===== config.mk =====
export PLATFORM = sky130hd
export DESIGN_NAME = rail_sequencer_fault_status
export DESIGN_NICKNAME = d
export VERILOG_FILES = /design/src/core/rail_seq_pkg.sv /design/src/core/ms_tick_gen.sv /design/src/core/rail_sequencer_fault_status.sv
export SDC_FILE = /design/constraint.sdc
export NUM_CORES = 2
export LEC_CHECK = 0
export BUFFER_PORTS_ARGS = -buffer_cell sky130_fd_sc_hd__buf_2
export CORE_AREA = 2 2 559 561
export DETAILED_ROUTE_END_ITERATION = 8
export DIE_AREA = 0 0 561 563
export PLACE_DENSITY_LB_ADDON = 0.15
export SLEW_MARGIN = 30
export SYNTH_ARGS = -nofsm -noshare
export SYNTH_HDL_FRONTEND = slang
export SYNTH_SLANG_ARGS = --single-unit
export TNS_END_PERCENT = 10

===== constraint.sdc =====
create_clock -name core_clk -period 5.2 [get_ports core_clk]
set_clock_uncertainty 0.1 [all_clocks]
set_input_delay 0.52 -clock core_clk [delete_from_list [all_inputs] [get_ports core_clk]]
set_output_delay 0.52 -clock core_clk [all_outputs]
set_load 0.01 [all_outputs]

===== src/core/rail_seq_pkg.sv =====
// Shared constants, field layouts and carrier types for the rail sequencer
package rail_seq_pkg;

  // ----------------------------------------
  // Sizes
  // ----------------------------------------
  localparam int unsigned NUM_RAILS = 12;
  localparam int unsigned GPI_COUNT = 8;
  localparam int unsigned GPI_SEL_W = 3;
  localparam int unsigned DELAY_W = 12;
  localparam int unsigned TON_MAX_W = 16;
  localparam int unsigned RAIL_IDX_W = 4;

  // ----------------------------------------
  // Timing
  // ----------------------------------------
  localparam int unsigned CLK_PERIOD_NS = 5;
  localparam int unsigned TICK_PERIOD_MS = 1;
  localparam int unsigned TICK_CYCLES = (TICK_PERIOD_MS * 1000000) / CLK_PERIOD_NS;
  localparam int unsigned DELAY_MAX_MS = 3276;

  // ----------------------------------------
  // Per-rail fault status byte
  // ----------------------------------------
  localparam int unsigned RF_OV = 0;
  localparam int unsigned RF_UV = 1;
  localparam int unsigned RF_TON_MAX = 2;
  localparam int unsigned RF_OC = 3;
  localparam int unsigned RF_UC = 4;
  localparam int unsigned RF_OT = 5;
  localparam int unsigned RF_SEQ_WAIT = 6;
  localparam int unsigned RF_SLAVED = 7;
  localparam logic [7:0] RAIL_FAULT_RESET = 8'h00;

  // ----------------------------------------
  // Common fault summary byte
  // ----------------------------------------
  localparam int unsigned CF_LOG_NOT_EMPTY = 0;
  localparam logic [7:0] COMMON_FAULT_RESET = 8'h00;

  // ----------------------------------------
  // Types
  // ----------------------------------------
  typedef enum logic [2:0] {
    RAIL_OFF,
    RAIL_ON_WAIT,
    RAIL_RAMP,
    RAIL_ON,
    RAIL_OFF_WAIT
  } rail_state_t;

  typedef struct packed {
    logic ov;
    logic uv;
    logic oc;
    logic uc;
    logic ot;
    logic ut;
  } rail_fault_t;

  typedef struct packed {
    logic on_by_operation;
    logic on_by_pin;
    logic on_by_parents;
    logic on_by_gpi;
    logic [NUM_RAILS-1:0] parent_mask;
    logic [GPI_SEL_W-1:0] on_gpi_sel;
    logic on_gpi_level;
    logic [DELAY_W-1:0] turn_on_delay;
    logic off_by_operation;
    logic off_by_pin;
    logic off_by_gpi;
    logic [GPI_SEL_W-1:0] off_gpi_sel;
    logic off_gpi_level;
    logic off_immediate;
    logic [DELAY_W-1:0] turn_off_delay;
    logic [TON_MAX_W-1:0] max_turn_on_limit;
    logic [NUM_RAILS-1:0] follow_mask;
    logic follow_cascade;
    logic drive_cascade;
  } rail_cfg_t;

endpackage : rail_seq_pkg


===== src/core/ms_tick_gen.sv =====
// Free-running divider giving a one-cycle pulse every millisecond
module ms_tick_gen #(
  parameter int unsigned TICK_CYCLES = rail_seq_pkg::TICK_CYCLES
) (
  input wire logic core_clk,
  input wire logic resetn,
  output logic tick
);

  logic [31:0] count;

  always_ff @(posedge core_clk or negedge resetn) begin
    if (!resetn) begin
      count <= 32'h00000000;
      tick <= 1'b0;
    end else if (count >= 32'(TICK_CYCLES - 1)) begin
      count <= 32'h00000000;
      tick <= 1'b1;
    end else begin
      count <= count + 32'h00000001;
      tick <= 1'b0;
    end
  end

endmodule : ms_tick_gen


===== src/core/rail_sequencer_fault_status.sv =====
// Twelve-rail power sequencer with turn-on limit, fault shutdown and fault status
module rail_sequencer_fault_status #(
  parameter int unsigned TICK_CYCLES = rail_seq_pkg::TICK_CYCLES,
  parameter int unsigned GPI_COUNT = rail_seq_pkg::GPI_COUNT
) (
  input wire logic core_clk,
  input wire logic resetn,
  input wire logic auto_enable,
  input wire logic operation_on,
  input wire logic sequence_control_pin,
  input wire logic [GPI_COUNT-1:0] gpi_pin,
  input wire logic cascade_fault_pin,
  input wire rail_seq_pkg::rail_cfg_t [rail_seq_pkg::NUM_RAILS-1:0] rail_cfg,
  input wire logic [rail_seq_pkg::NUM_RAILS-1:0] pg_above_on,
  input wire logic [rail_seq_pkg::NUM_RAILS-1:0] pg_below_off,
  input wire rail_seq_pkg::rail_fault_t [rail_seq_pkg::NUM_RAILS-1:0] rail_fault_in,
  input wire logic [rail_seq_pkg::NUM_RAILS-1:0] status_clear,
  input wire logic common_clear,
  output logic [rail_seq_pkg::NUM_RAILS-1:0] rail_enable,
  output logic [rail_seq_pkg::NUM_RAILS-1:0] rail_in_regulation,
  output logic [rail_seq_pkg::NUM_RAILS-1:0][7:0] rail_fault_status,
  output logic [rail_seq_pkg::NUM_RAILS-1:0][rail_seq_pkg::TON_MAX_W-1:0] turn_on_time,
  output logic [7:0] common_fault_summary,
  output logic cascade_fault_out,
  output logic log_valid,
  output logic [rail_seq_pkg::RAIL_IDX_W-1:0] log_rail,
  output logic [7:0] log_fault
);

  localparam int unsigned N = rail_seq_pkg::NUM_RAILS;
  localparam int unsigned TW = rail_seq_pkg::TON_MAX_W;
  localparam int unsigned SW = GPI_COUNT + 2;

  // ----------------------------------------
  // Functions
  // ----------------------------------------
  function automatic logic gpi_match(
    input logic [GPI_COUNT-1:0] vec,
    input logic [rail_seq_pkg::GPI_SEL_W-1:0] sel,
    input logic level
  );
    gpi_match = (vec[sel] == level);
  endfunction : gpi_match

  function automatic logic delay_done(
    input logic [TW-1:0] count,
    input logic [rail_seq_pkg::DELAY_W-1:0] delay
  );
    delay_done = (count >= TW'(delay));
  endfunction : delay_done

  // ----------------------------------------
  // Pin synchronisers
  // ----------------------------------------
  logic [SW-1:0] sync_stage1;
  logic [SW-1:0] sync_stage2;
  logic pin_s;
  logic cascade_s;
  logic [GPI_COUNT-1:0] gpi_s;

  always_ff @(posedge core_clk or negedge resetn) begin
    if (!resetn) begin
      sync_stage1 <= '0;
      sync_stage2 <= '0;
    end else begin
      sync_stage1 <= {cascade_fault_pin, sequence_control_pin, gpi_pin};
      sync_stage2 <= sync_stage1;
    end
  end

  assign gpi_s = sync_stage2[GPI_COUNT-1:0];
  assign pin_s = sync_stage2[GPI_COUNT];
  assign cascade_s = sync_stage2[GPI_COUNT+1];

  // ----------------------------------------
  // Millisecond tick
  // ----------------------------------------
  logic tick;

  ms_tick_gen #(
    .TICK_CYCLES(TICK_CYCLES)
  ) u_tick (
    .core_clk(core_clk),
    .resetn(resetn),
    .tick(tick)
  );

  // ----------------------------------------
  // Shared per-rail vectors
  // ----------------------------------------
  logic [N-1:0] fault_evt;
  logic [N-1:0] shut_pend;
  logic [N-1:0][7:0] set_bits;

  // ----------------------------------------
  // Per-rail sequencer
  // ----------------------------------------
  for (genvar i = 0; i < N; i++) begin : g_rail
    rail_seq_pkg::rail_cfg_t cfg;
    rail_seq_pkg::rail_state_t state;
    logic [TW-1:0] cnt;
    logic pg;
    logic lock;
    logic any_on_src;
    logic on_ok;
    logic off_cmd;
    logic hw_fault;
    logic ton_expire;
    logic slave_fault;
    logic shut_now;

    assign cfg = rail_cfg[i];

    // Power-good hysteresis
    always_ff @(posedge core_clk or negedge resetn) begin
      if (!resetn) begin
        pg <= 1'b0;
      end else if (pg_above_on[i]) begin
        pg <= 1'b1;
      end else if (pg_below_off[i]) begin
        pg <= 1'b0;
      end
    end

    // Trigger evaluation; selected turn-on triggers combine as an AND, turn-off triggers as an OR
    always_comb begin
      any_on_src = cfg.on_by_operation | cfg.on_by_pin | cfg.on_by_parents | cfg.on_by_gpi;
      on_ok = any_on_src;
      if (cfg.on_by_operation && !auto_enable) begin
        on_ok = on_ok & operation_on;
      end
      if (cfg.on_by_pin && !auto_enable) begin
        on_ok = on_ok & pin_s;
      end
      if (cfg.on_by_parents) begin
        on_ok = on_ok & (&(rail_in_regulation | ~cfg.parent_mask));
      end
      if (cfg.on_by_gpi) begin
        on_ok = on_ok & gpi_match(gpi_s, cfg.on_gpi_sel, cfg.on_gpi_level);
      end
      // Auto enable with only command or pin chosen still starts at power-up
      if (auto_enable && !cfg.on_by_parents && !cfg.on_by_gpi) begin
        on_ok = any_on_src;
      end
      off_cmd = 1'b0;
      if (cfg.off_by_operation && !auto_enable && !operation_on) begin
        off_cmd = 1'b1;
      end
      if (cfg.off_by_pin && !auto_enable && !pin_s) begin
        off_cmd = 1'b1;
      end
      if (cfg.off_by_gpi && gpi_match(gpi_s, cfg.off_gpi_sel, cfg.off_gpi_level)) begin
        off_cmd = 1'b1;
      end
    end

    // Fault detection
    assign hw_fault = |rail_fault_in[i];
    assign ton_expire = (state == rail_seq_pkg::RAIL_RAMP) && (cfg.max_turn_on_limit != '0)
      && (cnt >= cfg.max_turn_on_limit);
    assign fault_evt[i] = hw_fault | ton_expire;
    assign slave_fault = (|(fault_evt & cfg.follow_mask)) | (cfg.follow_cascade & cascade_s);
    assign shut_now = shut_pend[i] | ((state != rail_seq_pkg::RAIL_OFF) & (fault_evt[i] | slave_fault));

    // Pending fault shutdown, held until the rail is off
    always_ff @(posedge core_clk or negedge resetn) begin
      if (!resetn) begin
        shut_pend[i] <= 1'b0;
      end else if (state == rail_seq_pkg::RAIL_OFF) begin
        shut_pend[i] <= 1'b0;
      end else if (fault_evt[i] || slave_fault) begin
        shut_pend[i] <= 1'b1;
      end
    end

    // A faulted rail stays off until its turn-on trigger is withdrawn
    always_ff @(posedge core_clk or negedge resetn) begin
      if (!resetn) begin
        lock <= 1'b0;
      end else if (shut_now) begin
        lock <= 1'b1;
      end else if (!on_ok) begin
        lock <= 1'b0;
      end
    end

    // Sequencing state and the shared millisecond counter
    always_ff @(posedge core_clk or negedge resetn) begin
      if (!resetn) begin
        state <= rail_seq_pkg::RAIL_OFF;
        cnt <= '0;
      end else begin
        case (state)
          rail_seq_pkg::RAIL_OFF: begin
            cnt <= '0;
            if (on_ok && !lock) begin
              state <= rail_seq_pkg::RAIL_ON_WAIT;
            end
          end
          rail_seq_pkg::RAIL_ON_WAIT: begin
            if (!on_ok || shut_now) begin
              state <= rail_seq_pkg::RAIL_OFF;
              cnt <= '0;
            end else if (delay_done(cnt, cfg.turn_on_delay)) begin
              state <= rail_seq_pkg::RAIL_RAMP;
              cnt <= '0;
            end else if (tick) begin
              cnt <= cnt + TW'(1);
            end
          end
          rail_seq_pkg::RAIL_RAMP, rail_seq_pkg::RAIL_ON: begin
            if (shut_now || off_cmd) begin
              cnt <= '0;
              if (cfg.off_immediate) begin
                state <= rail_seq_pkg::RAIL_OFF;
              end else begin
                state <= rail_seq_pkg::RAIL_OFF_WAIT;
              end
            end else if (state == rail_seq_pkg::RAIL_RAMP && pg) begin
              state <= rail_seq_pkg::RAIL_ON;
              cnt <= '0;
            end else if (state == rail_seq_pkg::RAIL_RAMP && tick && cnt != '1) begin
              cnt <= cnt + TW'(1);
            end
          end
          rail_seq_pkg::RAIL_OFF_WAIT: begin
            if (!shut_now && !off_cmd) begin
              // Soft-off trigger withdrawn before the delay ran out
              state <= pg ? rail_seq_pkg::RAIL_ON : rail_seq_pkg::RAIL_RAMP;
              cnt <= '0;
            end else if (delay_done(cnt, cfg.turn_off_delay)) begin
              state <= rail_seq_pkg::RAIL_OFF;
              cnt <= '0;
            end else if (tick) begin
              cnt <= cnt + TW'(1);
            end
          end
          default: begin
            state <= rail_seq_pkg::RAIL_OFF;
            cnt <= '0;
          end
        endcase
      end
    end

    // Enable output and regulation flag
    always_ff @(posedge core_clk or negedge resetn) begin
      if (!resetn) begin
        rail_enable[i] <= 1'b0;
        rail_in_regulation[i] <= 1'b0;
      end else begin
        rail_enable[i] <= (state == rail_seq_pkg::RAIL_RAMP) || (state == rail_seq_pkg::RAIL_ON)
          || (state == rail_seq_pkg::RAIL_OFF_WAIT);
        rail_in_regulation[i] <= pg;
      end
    end

    // Last measured enable-to-power-good time
    always_ff @(posedge core_clk or negedge resetn) begin
      if (!resetn) begin
        turn_on_time[i] <= '0;
      end else if (state == rail_seq_pkg::RAIL_RAMP && pg) begin
        turn_on_time[i] <= cnt;
      end
    end

    // Fault bits this cycle
    always_comb begin
      set_bits[i] = 8'h00;
      set_bits[i][rail_seq_pkg::RF_OV] = rail_fault_in[i].ov;
      set_bits[i][rail_seq_pkg::RF_UV] = rail_fault_in[i].uv;
      set_bits[i][rail_seq_pkg::RF_TON_MAX] = ton_expire;
      set_bits[i][rail_seq_pkg::RF_OC] = rail_fault_in[i].oc;
      set_bits[i][rail_seq_pkg::RF_UC] = rail_fault_in[i].uc;
      // No separate bit exists for undertemperature, so it shares the temperature bit
      set_bits[i][rail_seq_pkg::RF_OT] = rail_fault_in[i].ot | rail_fault_in[i].ut;
      set_bits[i][rail_seq_pkg::RF_SLAVED] = slave_fault && (state != rail_seq_pkg::RAIL_OFF);
    end

    // Sticky status byte; a new fault wins over a clear in the same cycle
    always_ff @(posedge core_clk or negedge resetn) begin
      if (!resetn) begin
        rail_fault_status[i] <= rail_seq_pkg::RAIL_FAULT_RESET;
      end else if (status_clear[i]) begin
        rail_fault_status[i] <= set_bits[i];
      end else begin
        rail_fault_status[i] <= rail_fault_status[i] | set_bits[i];
      end
    end
  end : g_rail

  // ----------------------------------------
  // Cascade output to other controllers
  // ----------------------------------------
  logic [N-1:0] cascade_mask;

  always_comb begin
    for (int k = 0; k < N; k++) begin
      cascade_mask[k] = rail_cfg[k].drive_cascade;
    end
  end

  always_ff @(posedge core_clk or negedge resetn) begin
    if (!resetn) begin
      cascade_fault_out <= 1'b0;
    end else begin
      cascade_fault_out <= |((shut_pend | fault_evt) & cascade_mask);
    end
  end

  // ----------------------------------------
  // Fault log offer
  // ----------------------------------------
  // One record per cycle; simultaneous faults on several rails log the lowest rail only
  logic [rail_seq_pkg::RAIL_IDX_W-1:0] first_rail;

  always_comb begin
    first_rail = '0;
    for (int k = N - 1; k >= 0; k--) begin
      if (set_bits[k] != 8'h00) begin
        first_rail = rail_seq_pkg::RAIL_IDX_W'(k);
      end
    end
  end

  always_ff @(posedge core_clk or negedge resetn) begin
    if (!resetn) begin
      log_valid <= 1'b0;
      log_rail <= '0;
      log_fault <= 8'h00;
    end else begin
      log_valid <= |set_bits;
      log_rail <= first_rail;
      log_fault <= set_bits[first_rail];
    end
  end

  // ----------------------------------------
  // Common fault summary
  // ----------------------------------------
  always_ff @(posedge core_clk or negedge resetn) begin
    if (!resetn) begin
      common_fault_summary <= rail_seq_pkg::COMMON_FAULT_RESET;
    end else if (log_valid) begin
      common_fault_summary[rail_seq_pkg::CF_LOG_NOT_EMPTY] <= 1'b1;
    end else if (common_clear) begin
      common_fault_summary <= rail_seq_pkg::COMMON_FAULT_RESET;
    end
  end

endmodule : rail_sequencer_fault_status


==> impl_metrics.yaml <==
worst_setup_path:
  slowest_delay_ns: 0.69
  crit_type: "register to register"
  crit_required_ns: 5.81
  crit_fanout: 9
  critical_path_buf_inv_count: 6
  crit_chain: "ha_1 -> nand2_1 -> nor4_1 -> buf_4 -> a311oi_4 -> a21oi_4 -> and2_1 -> a221o_1 -> nor3_2 -> buf_4 -> o2111a_1 -> o31ai_2 -> a31oi_2 -> buf_12 -> o21ai_2 -> clkinv_4 -> buf_12 -> buf_8 -> mux2i_4 -> o211ai_1"
  endpoint_kind: "register"
  cp_top_family: "compound AO/OA/AOI/OAI gates"
  arrival_ns: 5.64
  cpMaxStageDelayCell: "a21oi_4"
  startpoint_type: "register"
synth:
  syn_inst: 4935
  synth_mux_area_share_pct: 8.01
  yosys_register_bits: 631
  avgSynthCellArea_um2: 9.15
  synth_compound_area_share_pct: 21.1
  synthFlopType: "dfrtp_1"
  synth-edff-count: 0
  async_flop_share_pct: 100
  synth-xor-area-share_pct: 1.18
  synth_top_family_by_area: "compound AO/OA/AOI/OAI gates"
  ys_types: 98
  seq_area_frac_synth_pct: 35.0
  synth_area_um2: 45200
  yosys_warnings: 0
  synth-simple-area-share_pct: 14.4
  synth_fa_ha_area_share_pct: 13.7
floorplan:
  core-area_um2: 310000
  io_pins: 1441
  die_w_um: 561
  start_util_pct: 14.6
  die_h_um: 563
  rows: 205
  dieArea_um2: 316000
global_route:
  grt_pass1_wl_um: 462000
  grt_max_degree: 114
  grt_pass1_vias: 50100
  track_usage_pct: 21.6
  grt.overflow.total: 0
  antenna_found_initial: 195
pwr:
  power.leakage_uw: 0.0349
  vdd_drop_max_mv: 0.265
  power_density_nw_per_um2: 276
  power_uw: 18500
place:
  dp_cells: 11000
  port_buffers: 1420
  hpwl_um: 307000
  place_congestion: 0.943
routing:
  via_per_inst: 4.33
  met3_length_um: 25100
  vias: 49100
  routed_wirelength_um: 352000
  met1Wirelength_um: 151000
  routedWlPerCell_um: 31.1
  drtIter0Drc: 3143
  top_layer: "met5"
  drt_pass1_iterations: 5
  wl_met2_um: 165000
  drt_drc_violations_left: 0
  drtAntennaViolNets: 0
finish:
  fin_nets: 8665
  fin_cells: 11300
  area_growth_pct: 48.6
  drive_gt1_share_pct: 35.9
  register_area_um2: 15800
  nFillCells: 34700
  multiInputGateArea_um2: 27100
  final_common_cell: "buf_2"
  final_cell_mix: "1,419 x buf_2, 622 x dfrtp_1, 592 x buf_4, 588 x inv_1, 493 x ha_1"
sta:
  relSlewSlack_pct: 37.2
  hold_slack_ns: 0.0776
  fin_crit_ns: 5.04
  finalMaxSlewViolations: 0
  finalHoldViolations: 0
  rsz0062_at_grt: "false"
  worst_pin_slew_ns: 0.939
  finalCritPeriodShare_pct: 96.8
  fmaxAchievable_mhz: 199
  final-setup-viol-count: 0
clock_tree:
  cts_buffers: 97
  clock-root-buffer: "clkbuf_16"
  clk_path_buf_depth: 4
  insertion_delay_ns: 0.85
  ctsHtreeMaxLevel: 3
  tritoncts: "done"
  cts.sinks: 631
  clk_pin_slew_worst_paths_ns: 0.06
run_status:
  status: "completed"
run:
  drv_cap: 0
worst_hold_path:
  holdCritPathClass: "input pin to register"
-- path summary, 6_finish.rpt --
| kind | from | end | slack [ns] | cells past startpoint |
|---|---|---|---|---|
| worst max-delay path | g_rail[7].cnt[15] | log_fault[0] | 0.16 | 20 |
| worst min-delay path | rail_fault_in[54] | rail_fault_status[77] | 0.08 | 4 |
| worst max register to register | g_rail[7].cnt[15] | log_fault[0] | 0.16 | 20 |
| worst min register to register | sync_stage1[3] | sync_stage2[3] | 0.25 | 0 |
| max in group asynchronous | resetn | rail_fault_status[65] | 3.37 | 3 |
| min in group asynchronous | resetn | turn_on_time[180] | 0.20 | 2 |
-- tightest hold or removal path, delay by kind of cell --
family          cells  cell delay, ns
compound gates      1            0.09
buf+inv             2            0.25
simple gates        1            0.05
-- cells in the mapped netlist (34+ instances only) --
cell	count	share of area (%)
o31ai_1	60	1.0
a21o_1	229	3.8
a31oi_1	56	0.78
nand4_1	71	0.98
mux4_2	52	2.6
a21oi_1	279	3.1
inv_1	598	5.0
nor3_1	61	0.68
ha_1	493	14
mux2_2	179	4.5
o211ai_1	34	0.57
a22o_1	40	0.78
nand3_1	123	1.4
o21ai_0	291	3.2
nand2b_1	66	0.91
nand2_1	330	2.7
o21ai_1	41	0.45
mux2i_1	43	0.95
clkbuf_1	121	1.0
dfrtp_1	631	35
and3_1	71	0.98
nor4_1	91	1.3
a22oi_1	55	0.91
nor2b_1	49	0.68
nor2_1	277	2.3
-- kinds of logic (layout without fill, tap and decap cells) --
family,Yosys count,in the layout
AOI/OAI and AO/OA,1419,1419
xor gates and xnor gates,61,61
adders and majority gates,494,494
buffers and inverters,769,2937
DFF,631,631
muxes,274,274
other,1,96
and+or+nand+nor,1286,1286
-- layer usage --
layer	track usage [%]	vias up
met5	0	-
met4	6.04	100
met3	5.52	520
met2	36.3	1972
met1	27.1	24100
li1	-	22400
-- registers in the layout (all words and copies together), names as in the netlist --
name,flops
sync_stage2,10
log_fault,7
cascade_fault_out,1
log_rail,4
u_tick.count,32
rail_fault_status,84
g_rail.lock,12
turn_on_time,192
g_rail.cnt,192
common_fault_summary,1
u_tick.tick,1
log_valid,1
g_rail.state,36
g_rail.pg,12
rail_in_regulation,12
rail_enable,12
shut_pend,12
sync_stage1,10
-- what timing repair did --
item                                    4_1_cts  5_1_grt
hold buffers                                115        0
pin swaps                                     4        9
gates resized for setup                      15       42
cloned                                        0        0
hold endpoints to repair                    166        0
endpoints found under the setup margin       18       84
setup buffers                                 4        2
-- cell type report --
type,count,area share [%]
Antenna cell,62,0.231
Clock buffer,133,4.15
Clock inverter,37,0.688
Inverter,605,3.39
Multi-Input combinational cell,3568,40.3
Sequential cell,631,23.5
Tap cell,4140,7.72
Timing Repair Buffer,2162,20.0
-- report_power, final --
part | internal (uW) | switching, uW | leakage (uW)
combinational | 2320 | 3480 | 0.0250
clock | 4130 | 2840 | 0.00158
sequential | 5270 | 471 | 0.00828
-- metrics by stage --
step | utilization, % | worst slack, ns | TNS [ns] | area (um2)
final | 21.6 | 0.165 | 0 | 67100
after global routing | 21.6 | 0.00695 | 0 | 67000
after CTS | 21.5 | 0.00341 | 0 | 66700
after detailed placement | 20.0 | -0.826 | -14.35 | 62200
after global placement | 20.0 | -1.00 | -29.86 | 62200
after floorplan | - | 0.830 | 0 | 45300
Power figures use the tool's default switching activity.
